<file path="src/sfh_pkg.sv">
/*
 * Shared constants and types for both ends of the serial flash link.
 * Assumes a 200 MHz core clock on each end.
 */
package sfh_pkg;
    localparam logic [7:0] OP_READ_FAST = 8'h0B;
    localparam logic [7:0] OP_READ_SLOW = 8'h03;
    localparam logic [7:0] OP_READ_LEGACY = 8'hE8;
    localparam logic [7:0] OP_PROT_RD = 8'h32;
    localparam logic [7:0] OP_LOCK_RD = 8'h35;
    localparam logic [7:0] OP_SEC_RD = 8'h77;
    localparam logic [7:0] OP_ID_RD = 8'h9F;

    localparam logic [2:0] ADDR_BYTES = 3'h3;
    localparam logic [2:0] DUMMY_FAST = 3'h1;
    localparam logic [2:0] DUMMY_LEGACY = 3'h4;
    localparam logic [2:0] DUMMY_NONE = 3'h0;

    localparam int ADDR_W = 24;
    localparam int PAGE_LSB = 10;
    localparam logic [9:0] PAGE_LAST_LONG = 10'h20F;
    localparam logic [2:0] ID_LEN = 3'h4;

    localparam int CORE_MHZ = 200;
    localparam int CORE_PERIOD_NS = 5;
    localparam int SCK_FMAX_MHZ = 66;
    localparam int SCK_BENCH_PERIOD_NS = 160;
    localparam int SCK_MIN_HALF_CYC = (CORE_MHZ + 2 * SCK_FMAX_MHZ - 1) / (2 * SCK_FMAX_MHZ);
    localparam int SCK_HALF_CYC = SCK_BENCH_PERIOD_NS / (2 * CORE_PERIOD_NS);

    localparam int REFRESH_OPS = 10000;
    localparam int PAGES_PER_SECTOR = 256;
    localparam int OPS_PER_REFRESH = REFRESH_OPS / PAGES_PER_SECTOR;

    typedef enum logic [1:0] {
        SRC_ARRAY = 2'h0,
        SRC_PROT = 2'h1,
        SRC_LOCK = 2'h2,
        SRC_SEC = 2'h3
    } sfh_src_e;
endpackage

</file>
<file path="src/sfh_link_if.sv">
/*
 * Serial link between flash host and flash device.
 * Assumes the output line is pulled high when the device does not drive it.
 */
`timescale 1ns/1ps
interface sfh_link_if;
    logic sck;
    logic cs_n;
    logic si;
    logic rst_n;
    logic so_drv;
    logic so_oe;
    logic so_wire;

    // Pull-up on the shared output line
    assign so_wire = so_oe ? so_drv : 1'b1;

    modport dev (input sck, input cs_n, input si, input rst_n, output so_drv, output so_oe);
    modport host (output sck, output cs_n, output si, output rst_n, input so_wire);
endinterface

</file>
<file path="src/sfh_dev.sv">
/*
 * Device end of the serial flash link: opcode decode, address and dummy
 * phases, and serial read-out of array, register and identification bytes.
 * Assumes the serial clock half period is at least six core cycles and the
 * user side answers a byte request on the cycle after it.
 */
`timescale 1ns/1ps
// How it works
// - Accept mode 0 or mode 3 idle clock
// - SPI modes: output valid within low phase
// - Full-cycle modes: output may settle later
// - Shift out on fall, sample on rise
// - Host captures output at next fall
// - Host launches input bits on rising edge
// - Host keeps select high across reset release
// - Rewrite every page within 10000 operations
// - Host page pointer addresses each rewrite
// - Decode 0B, 03, E8 as array reads
// - Decode 32, 35, 77 as register reads
// - Decode 9F as identification read
// - Page size 528 by default, 512 selectable
// - Page programmed directly or via buffer
module sfh_dev
    import sfh_pkg::*;
#(
    parameter logic PAGE512_SHIPPED = 1'b0,
    // Arbitrary identification bytes, first byte in the top lane
    parameter logic [31:0] ID_BYTES = 32'h5A01_0200
) (
    input wire logic core_clk_in,
    input wire logic nrst_in,
    sfh_link_if.dev link,
    input wire logic full_cycle_in,
    input wire logic set_512_in,
    input wire logic [7:0] user_data_in,
    output logic user_req_out,
    output sfh_src_e user_src_out,
    output logic [ADDR_W-1:0] user_addr_out,
    output logic page_512_out,
    output logic [7:0] opcode_out,
    output logic opcode_valid_out
);
    typedef enum logic [2:0] {
        D_IDLE = 3'b000,
        D_OPC = 3'b001,
        D_ADDR = 3'b011,
        D_DUMMY = 3'b010,
        D_DATA = 3'b110,
        D_SKIP = 3'b111
    } sfh_dst_e;

    sfh_dst_e state;
    logic sck_m, sck_s, sck_d, cs_m, cs_s, si_m, si_s, rst_m, rst_s;
    logic active, rise, fall, byte_done, enter_data, fetch, load;
    logic [2:0] bit_cnt, out_cnt, byte_cnt, dummy_n;
    logic [7:0] shift_in, in_byte, out_shift;
    logic id_mode;
    logic so_q, so_d;

    function automatic logic [ADDR_W-1:0] next_addr(input logic [ADDR_W-1:0] a, input logic p512);
        logic [ADDR_W-1:0] r;
        r = ADDR_W'(a + 1'b1);
        if (!p512 && a[PAGE_LSB-1:0] == PAGE_LAST_LONG) begin
            r = {a[ADDR_W-1:PAGE_LSB] + 1'b1, 10'h000};
        end
        return r;
    endfunction

    function automatic logic [7:0] id_byte(input logic [ADDR_W-1:0] idx);
        logic [7:0] r;
        r = 8'h00;
        if (idx < ADDR_W'(ID_LEN)) begin
            r = ID_BYTES[8'(31 - 8 * idx[1:0]) -: 8];
        end
        return r;
    endfunction

    // Two-flop synchronisers for all link inputs
    always_ff @(posedge core_clk_in or negedge nrst_in) begin
        if (!nrst_in) begin
            {sck_m, sck_s, cs_m, cs_s, si_m, si_s, rst_m, rst_s} <= 8'h30;
            sck_d <= 1'b0;
        end else begin
            sck_m <= link.sck;
            sck_s <= sck_m;
            cs_m <= link.cs_n;
            cs_s <= cs_m;
            si_m <= link.si;
            si_s <= si_m;
            rst_m <= link.rst_n;
            rst_s <= rst_m;
            sck_d <= sck_s;
        end
    end

    assign active = !cs_s && rst_s;
    // A falling edge before the first rise (mode 3) only matters in the data phase
    assign rise = active && (state != D_IDLE) && sck_s && !sck_d;
    assign fall = active && !sck_s && sck_d;
    assign byte_done = rise && (bit_cnt == 3'h7);
    assign in_byte = {shift_in[6:0], si_s};
    assign enter_data = byte_done && (state != D_DATA) && (state != D_SKIP) &&
        ((state == D_OPC && in_byte == OP_ID_RD) ||
         (state == D_ADDR && byte_cnt == 3'h1 && dummy_n == DUMMY_NONE) ||
         (state == D_DUMMY && byte_cnt == 3'h1));
    assign fetch = enter_data || (fall && state == D_DATA && out_cnt == 3'h7);

    // Input shifter, MSB first
    always_ff @(posedge core_clk_in or negedge nrst_in) begin
        if (!nrst_in) begin
            shift_in <= 8'h00;
            bit_cnt <= 3'h0;
        end else if (!active) begin
            bit_cnt <= 3'h0;
        end else if (rise) begin
            shift_in <= in_byte;
            bit_cnt <= 3'(bit_cnt + 1'b1);
        end
    end

    // Command sequencer
    always_ff @(posedge core_clk_in or negedge nrst_in) begin
        if (!nrst_in) begin
            state <= D_IDLE;
            byte_cnt <= 3'h0;
            dummy_n <= DUMMY_NONE;
            id_mode <= 1'b0;
            user_src_out <= SRC_ARRAY;
            opcode_out <= 8'h00;
            opcode_valid_out <= 1'b0;
        end else begin
            opcode_valid_out <= 1'b0;
            if (!active) begin
                state <= D_IDLE;
            end else if (state == D_IDLE) begin
                state <= D_OPC;
            end else if (byte_done) begin
                unique case (state)
                    D_OPC: begin
                        opcode_out <= in_byte;
                        opcode_valid_out <= 1'b1;
                        byte_cnt <= ADDR_BYTES;
                        id_mode <= 1'b0;
                        dummy_n <= DUMMY_NONE;
                        user_src_out <= SRC_ARRAY;
                        state <= D_ADDR;
                        unique case (in_byte)
                            OP_READ_FAST: dummy_n <= DUMMY_FAST;
                            OP_READ_SLOW: dummy_n <= DUMMY_NONE;
                            OP_READ_LEGACY: dummy_n <= DUMMY_LEGACY;
                            OP_PROT_RD: user_src_out <= SRC_PROT;
                            OP_LOCK_RD: user_src_out <= SRC_LOCK;
                            OP_SEC_RD: user_src_out <= SRC_SEC;
                            OP_ID_RD: begin
                                id_mode <= 1'b1;
                                state <= D_DATA;
                            end
                            default: state <= D_SKIP;
                        endcase
                    end
                    D_ADDR: begin
                        byte_cnt <= 3'(byte_cnt - 1'b1);
                        if (byte_cnt == 3'h1) begin
                            byte_cnt <= dummy_n;
                            state <= (dummy_n == DUMMY_NONE) ? D_DATA : D_DUMMY;
                        end
                    end
                    D_DUMMY: begin
                        byte_cnt <= 3'(byte_cnt - 1'b1);
                        if (byte_cnt == 3'h1) begin
                            state <= D_DATA;
                        end
                    end
                    D_DATA, D_SKIP: state <= state;
                    default: state <= D_SKIP;
                endcase
            end
        end
    end

    // Address register; register and identification reads index from zero
    always_ff @(posedge core_clk_in or negedge nrst_in) begin
        if (!nrst_in) begin
            user_addr_out <= '0;
        end else if (byte_done && state == D_OPC) begin
            user_addr_out <= '0;
        end else if (byte_done && state == D_ADDR && user_src_out == SRC_ARRAY) begin
            user_addr_out <= {user_addr_out[15:0], in_byte};
        end else if (load) begin
            user_addr_out <= id_mode || user_src_out != SRC_ARRAY ? ADDR_W'(user_addr_out + 1'b1) :
                next_addr(user_addr_out, page_512_out);
        end
    end

    // Byte request to the user side, answered one cycle later
    always_ff @(posedge core_clk_in or negedge nrst_in) begin
        if (!nrst_in) begin
            user_req_out <= 1'b0;
            load <= 1'b0;
        end else begin
            // The opcode byte that starts an identification read has not yet set id_mode
            user_req_out <= fetch && !id_mode && (state != D_OPC);
            load <= user_req_out || (fetch && (id_mode || state == D_OPC));
        end
    end

    // Output shifter: launched on each falling edge of the data phase
    always_ff @(posedge core_clk_in or negedge nrst_in) begin
        if (!nrst_in) begin
            out_shift <= 8'h00;
            out_cnt <= 3'h0;
            so_q <= 1'b1;
        end else if (!active || state != D_DATA) begin
            out_cnt <= 3'h0;
        end else if (load) begin
            out_shift <= id_mode ? id_byte(user_addr_out) : user_data_in;
        end else if (fall) begin
            so_q <= out_shift[7];
            out_shift <= {out_shift[6:0], 1'b0};
            out_cnt <= 3'(out_cnt + 1'b1);
        end
    end

    // SPI modes drive straight away, inside the low phase; full-cycle modes
    // may add a stage of settling, sampled a whole period later by the host
    always_ff @(posedge core_clk_in or negedge nrst_in) begin
        if (!nrst_in) begin
            so_d <= 1'b1;
            link.so_drv <= 1'b1;
            link.so_oe <= 1'b0;
        end else begin
            so_d <= so_q;
            link.so_drv <= full_cycle_in ? so_d : so_q;
            if (!active) begin
                link.so_oe <= 1'b0;
            end else if (fall && state == D_DATA) begin
                link.so_oe <= 1'b1;
            end
        end
    end

    // Page size: shipped setting at reset, user may select 512 bytes
    always_ff @(posedge core_clk_in or negedge nrst_in) begin
        if (!nrst_in) begin
            page_512_out <= PAGE512_SHIPPED;
        end else if (set_512_in) begin
            page_512_out <= 1'b1;
        end
    end
endmodule

</file>
<file path="src/flat_wrapper.sv">
// flat-port wrapper written by rule: the top's interface ports become plain ports
module sfh_dev_flat import sfh_pkg::*;
#(
    parameter logic PAGE512_SHIPPED = 1'b0,
                                                                 
    parameter logic [31:0] ID_BYTES = 32'h5A01_0200
)
  (core_clk_in, nrst_in, full_cycle_in, set_512_in, user_data_in, user_req_out, user_src_out, user_addr_out, page_512_out, opcode_out, opcode_valid_out, link_sck, link_cs_n, link_si, link_rst_n, link_so_drv, link_so_oe);
  sfh_link_if link_i ();
  input wire logic core_clk_in;
  input wire logic nrst_in;
  input wire logic full_cycle_in;
  input wire logic set_512_in;
  input wire logic [7:0] user_data_in;
  output logic user_req_out;
  output sfh_src_e user_src_out;
  output logic [ADDR_W-1:0] user_addr_out;
  output logic page_512_out;
  output logic [7:0] opcode_out;
  output logic opcode_valid_out;
  input wire logic [$bits(link_i.sck)-1:0] link_sck;
  input wire logic [$bits(link_i.cs_n)-1:0] link_cs_n;
  input wire logic [$bits(link_i.si)-1:0] link_si;
  input wire logic [$bits(link_i.rst_n)-1:0] link_rst_n;
  output wire logic [$bits(link_i.so_drv)-1:0] link_so_drv;
  output wire logic [$bits(link_i.so_oe)-1:0] link_so_oe;
  assign link_i.sck = link_sck;
  assign link_i.cs_n = link_cs_n;
  assign link_i.si = link_si;
  assign link_i.rst_n = link_rst_n;
  assign link_so_drv = link_i.so_drv;
  assign link_so_oe = link_i.so_oe;
  sfh_dev #(.PAGE512_SHIPPED(PAGE512_SHIPPED), .ID_BYTES(ID_BYTES)) u_core (.core_clk_in(core_clk_in), .nrst_in(nrst_in), .link(link_i), .full_cycle_in(full_cycle_in), .set_512_in(set_512_in), .user_data_in(user_data_in), .user_req_out(user_req_out), .user_src_out(user_src_out), .user_addr_out(user_addr_out), .page_512_out(page_512_out), .opcode_out(opcode_out), .opcode_valid_out(opcode_valid_out));
endmodule
</file>
<file path="config.mk">
export PLATFORM = sky130hd
export DESIGN_NAME = sfh_dev_flat
export DESIGN_NICKNAME = d
export VERILOG_FILES = /design/src/sfh_pkg.sv /design/src/sfh_link_if.sv /design/src/sfh_dev.sv /design/src/flat_wrapper.sv
export SDC_FILE = /design/constraint.sdc
export NUM_CORES = 1
export LEC_CHECK = 0
export BUFFER_PORTS_ARGS = -buffer_cell sky130_fd_sc_hd__buf_2
export CORE_MARGIN = 4
export CORE_UTILIZATION = 50
export DETAILED_ROUTE_END_ITERATION = 10
export GPL_TIMING_DRIVEN = 0
export PLACE_DENSITY = 0.7
export SLEW_MARGIN = 10
export SYNTH_ARGS = -nofsm -noshare
export SYNTH_HDL_FRONTEND = slang
export SYNTH_SLANG_ARGS = --single-unit
</file>
<file path="constraint.sdc">
create_clock -name core_clk_in -period 2.9 [get_ports core_clk_in]
set_clock_uncertainty 0.1 [all_clocks]
set_input_delay 0.435 -clock core_clk_in [delete_from_list [all_inputs] [get_ports core_clk_in]]
set_output_delay 0.435 -clock core_clk_in [all_outputs]
set_load 0.02 [all_outputs]
</file>
## After elaboration in Yosys (flattened, before gate mapping)

Index checks and enable logic that the tools add are counted.

| operators by class | value |
|---|---|
| add/sub/neg operators | 6 |
| order comparisons | 1 |
| equal/unequal tests | 26 |
| shift-type cells | 1 |
| muxes and demuxes | 34 |
| bitwise gates (word level) | 3 |
| reduce and logical (&&, ||, !) cells | 54 |

Operators with widths:

| kind | number |
|---|---|
| $mux 24 | 5 |
| $shiftx 39x9->8 const A | 1 |
| $mux 3 | 12 |
| $mux 8 | 4 |
| $add 24x1->24 const B | 1 |
| $lt 24x3->1 const B | 1 |
| $logic_and 1x1->1 | 23 |
| $eq 8x6->1 const B | 2 |
| $eq 8x8->1 const B | 2 |
| $add 14x1->14 const B | 1 |
| $eq 3x3->1 const B | 4 |
| $ne 3x3->1 const B | 4 |
| $pmux 3 s2 | 2 |
| $pmux 3 s4 | 1 |
| $reduce_and 4->1 | 3 |
| $eq 10x10->1 const B | 1 |
| $pmux 3 s3 | 1 |
| $reduce_bool 3->1 | 3 |
| $eq 8x2->1 const B | 1 |
| $eq 8x4->1 const B | 1 |
| $eq 8x7->1 const B | 1 |
| $mux 1 | 8 |
| $ne 4x4->1 const B | 2 |
| $logic_or 1x1->1 | 7 |
| 17 further kinds | 34 |

| storage, ports and cells | value |
|---|---|
| register bits | 82 |
| word-level logic and storage cells | 153 |

## Longest topological paths before layout

| depth | value |
|---|---|
| depth in word-level cells | 12 |
| depth in mapped cells | 9 |

## Worst setup path after synthesis

No wires, ideal clock.

| path | value |
|---|---|
| path kind | register to register |
| from | reg u_core.user_addr_out[0] |
| to | reg u_core.user_addr_out[19] |
| arrival time | 1919 ps |
| required time | 2661 ps |
| path slack | 742 ps |
| cell stages (with the launch flop) | 7 |
| cell sequence | dfrtp_1 nand3_2 or4_4 buf_6 a2111oi_4 xnor2_1 a22oi_1 |

| between the ends | value |
|---|---|
| longest elaborated chain between the ends | 7 |
| elaborated cells on any way between the ends | 8 |
| classes of those cells | add/sub: 1; eq/ne: 1; mux: 5; reduce/logical: 1 |

Ends and longest elaborated chain:

| what | RTL line | text |
|---|---|---|
| start: declaration | sfh_dev.sv:38 | `output logic [ADDR_W-1:0] user_addr_out,` |
| start signal: assignment | sfh_dev.sv:188 | `user_addr_out <= {user_addr_out[15:0], in_byte};` |
| start signal: assignment | sfh_dev.sv:190 | `user_addr_out <= id_mode \|\| user_src_out != SRC_ARRAY ? ADDR_W'(user_addr_out + 1'b1) :` |
| branches (longest 3 deep; another with $add 24x1->24) | n/a |  |
| $mux 24 (*) | sfh_dev.sv:190 |  |
| $mux 24 (*) | sfh_dev.sv:189 | `end else if (load) begin` |
| $mux 24 (*) | sfh_dev.sv:187 | `end else if (byte_done && state == D_ADDR && user_src_out == SRC_ARRAY) begin` |
| $mux 24 (*) | sfh_dev.sv:185 | `end else if (byte_done && state == D_OPC) begin` |

Every way passes the cells marked *. The select of a mux whose other input is x is not followed.
A chain may end at the register's enable or synchronous reset.

## Worst setup path after layout

| path | value |
|---|---|
| from | reg u_core.state[0] |
| to | reg u_core.shift_in[1] |

| between the ends | value |
|---|---|
| longest elaborated chain between the ends | 5 |

Ends and longest elaborated chain:

| what | RTL line | text |
|---|---|---|
| start: declaration | sfh_dev.sv:52 | `sfh_dst_e state;` |
| start signal: assignment | sfh_dev.sv:165 | `state <= (dummy_n == DUMMY_NONE) ? D_DATA : D_DUMMY;` |
| start signal: assignment | sfh_dev.sv:174 | `D_DATA, D_SKIP: state <= state;` |
| $reduce_bool 3->1 | sfh_dev.sv:98 | `assign rise = active && (state != D_IDLE) && sck_s && !sck_d;` |
| $logic_and 1x1->1 (3 in a row) | sfh_dev.sv:98 |  |
| $reduce_and 2->1 (no source line) | n/a |  |
| end signal: assignment | sfh_dev.sv:116 | `shift_in <= in_byte;` |
| end: declaration | sfh_dev.sv:56 | `logic [7:0] shift_in, in_byte, out_shift;` |

No other way between the ends.

==> metrics.yaml <==
power:
  leakagePower_nw: 2.30
  internal-power_mw: 1.58
  vdd_drop_max_uv: 234
  pwr-share-seq: 0.550
  pwr-share-comb: 0.051
  p_per_area_nw_per_um2: 411
  clkPwrFrac: 0.399
  power_switching_mw: 0.506
  p_sw_frac: 0.243
global_route:
  grt_first_pass_wirelength_um: 18500
  grt_pass1_vias: 3649
  track_usage: 0.227
  antenna_found_initial: 0
  grt-ovfl-total: 0
  grt_max_degree: 54
sta:
  setup_viol: 0
  max_slew_margin: 0.564
  slew_violations: 0
  min_period_ns: 2.47
  setup_tns_ns: 0
  hold_violations: 0
  rsz0062_at_grt: "false"
  fmax_mhz: 405
  final.period_utilization: 0.852
  tightest_slew_ns: 0.650
clock_tree:
  htree_levels: 3
  numCtsBuffers: 9
  path_clk_slew_ns: 0.08
  cts_resized: 0
  cts_tree: "done"
  insertion_delay_ns: 0.36
  root_buffer: "clkbuf_8"
  cts_sinks: 81
  cts_max_path_buffers: 2
placement:
  gp_congestion: 0.943
  io_buffers: 54
  dpl-instance-area_um2: 4880
  dp_hpwl_um: 7870
setup_path:
  criticalPathCategory: "reg -> reg"
  crit_slowest_cell: "nor3b_1"
  critPathTopFamily: "simple AND/OR/NAND/NOR gates"
  crit_chain: "clkbuf_1 > nor3_1 > nor3b_1 > and2_1 > clkbuf_1 > mux2_2"
  r2r.worst_path.cells: 6
  cp-end-kind: "register"
  crit_required_ns: 3.05
  critPathMaxStageDelay_ns: 0.56
  crit_path_start_kind: "register"
  crit_path_max_fanout: 10
  r2r-end: "u_core.shift_in[1]"
  critPathBufInv: 2
  cp.arrival_ns: 2.62
  crit_top_cell: "clkbuf_1"
  reg2reg_from: "u_core.state[0]"
  rrSetupSlack_ns: 0.43
hold_path:
  hold_end: "u_core.cs_m"
  min_path_cells: 1
  hp-class: "in -> reg"
  hp-start: "link_cs_n"
finish:
  diodes: 0
  drive_gt1_frac: 0.199
  areaGrowthSynthToFinish_pct: 14.3
  nets: 562
  stdcell_area_um2: 5080
  nFillCells: 788
routing:
  viasPerCell: 5.85
  drt_wl_total_um: 11300
  first_pass_iters: 5
  ant_nets: 0
  num_vias: 3778
  drc: 0
  drt_iter0_markers: 225
  wl_per_cell_um: 17.5
synth:
  synth_edf_count: 0
  synth_area_leaders: "dfrtp_1 43%, nand2_1 5.2%, o21ai_0 4.2%, ha_1 3.7%, xnor2_1 3.4%"
  synth.most_common_cell: "dfrtp_1"
  syn-instance-count: 466
  synth_seq_cells: 81
  avgSynthCellArea_um2: 9.53
  synthesis.area_um2: 4440
  synth_top_area_frac: 0.428
  syn-num-nets: 495
  synth-main-ff-cell: "dfrtp_1"
  seq_area_frac_synth: 0.458
  synth_commonest_cells: "76 x dfrtp_1, 61 x nand2_1, 37 x o21ai_0"
  synth.largest_area_cell: "dfrtp_1"
  synth-warning-count: 0
  synth.distinct_cells: 68
  async_reset_ff_frac: 1.00
die:
  die-area_um2: 10500
  initial_utilization: 0.512
  io_pins: 55
  rows: 34
  core_um2: 8680
  die_w_um: 102
  die_h_um: 102
outcome:
  status: "completed"
job:
  drv_cap: 0
[what timing repair did]
action,in CTS,in global routing
hold buffers,1,0
buffers inserted,0,0
endpoints found under the hold margin,28,0
[worst max-delay path by stage]
stage / start / cells past startpoint / endpoint
floorplan: u_core.user_addr_out[0] / 6 / u_core.user_addr_out[19]
global placement: u_core.state[0] / 6 / u_core.shift_in[3]
detailed placement: u_core.state[0] / 6 / u_core.shift_in[0]
CTS: u_core.state[0] / 6 / u_core.shift_in[0]
global route: u_core.state[0] / 6 / u_core.shift_in[1]
finish: u_core.state[0] / 6 / u_core.shift_in[1]
[layer usage]
metal	track usage	share of wire
met4	0.0949	0.023
met3	0.0334	0.059
met1	0.321	0.46
met2	0.350	0.46
met5	0	0
[power by group through the flow]
stage | logic [mW] | registers (mW) | clock network, mW
3_3_place_gp | 0.0987 | 1.17 | 0
2_1_floorplan | 0.0537 | 1.17 | 0
3_5_place_dp | 0.106 | 1.17 | 0
5_1_grt | 0.119 | 1.15 | 0.891
6_report | 0.106 | 1.15 | 0.832
4_1_cts | 0.108 | 1.15 | 0.848
[layout make-up]
type | instances | area [um^2] | area share
well taps | 108 | 135 | 0.0266
inverters | 13 | 48.8 | 0.00961
plain buffers | 30 | 155 | 0.0306
flip-flops and latches | 81 | 2030 | 0.400
repair buffers | 56 | 310 | 0.0611
multi-input cells | 342 | 2210 | 0.434
clock buffers | 11 | 131 | 0.0259
clock inverters | 5 | 57.6 | 0.0113
[cell families (layout without fill, tap and decap cells)]
family | count (synthesis) | in the layout | synth area share
simple gates | 180 | 180 | 0.214
compound gates | 118 | 118 | 0.179
flops | 81 | 81 | 0.458
buf+inv | 43 | 115 | 0.0459
xor+xnor | 19 | 19 | 0.0375
fa+ha+maj | 13 | 13 | 0.0366
mux | 12 | 12 | 0.0296
[metrics by stage]
stage,power (mW),setup slack (ns),utilization,cells,hold slack [ns]
after floorplan,1.22,0.742,-,466,0.0394
after global placement,1.27,0.430,0.559,628,0.234
after detailed placement,1.28,0.398,0.562,629,0.235
after CTS,2.10,0.394,0.585,646,0.0555
after global routing,2.16,0.246,0.585,646,0.0499
final,2.09,0.430,0.585,646,0.0697
[sequential cells by signal, indices dropped and copies added (netlist names), 2 cells and up]
signal and flops:
u_core.shift_in 7, u_core.out_shift 8, u_core.out_cnt 3, u_core.user_addr_out 24, u_core.dummy_n 2, u_core.bit_cnt 3, u_core.user_src_out 2, u_core.opcode_out 8
u_core.state 3, u_core.byte_cnt 3
[cell usage in the layout (no fill, tap or decap), types with 3 or more instances in the layout]
cell type,instances
dfstp_2,5
clkbuf_8,10
xnor2_1,17
o22ai_1,4
a32oi_1,4
buf_4,3
o22a_1,3
a211oi_1,11
mux2i_1,3
and3_1,5
buf_6,3
nand2_1,61
buf_2,55
a22oi_1,11
clkbuf_1,23
o21ai_0,37
or2_2,3
mux2_2,9
nor2b_1,10
a21oi_1,26
nand2b_1,4
ha_1,13
nand4_1,8
a31oi_1,3
nand3_1,15
dfrtp_1,76
nor2_1,30
nor4b_1,3
nor3b_1,6
inv_1,12
nor3_1,9
(Power assumes the default switching activity.)
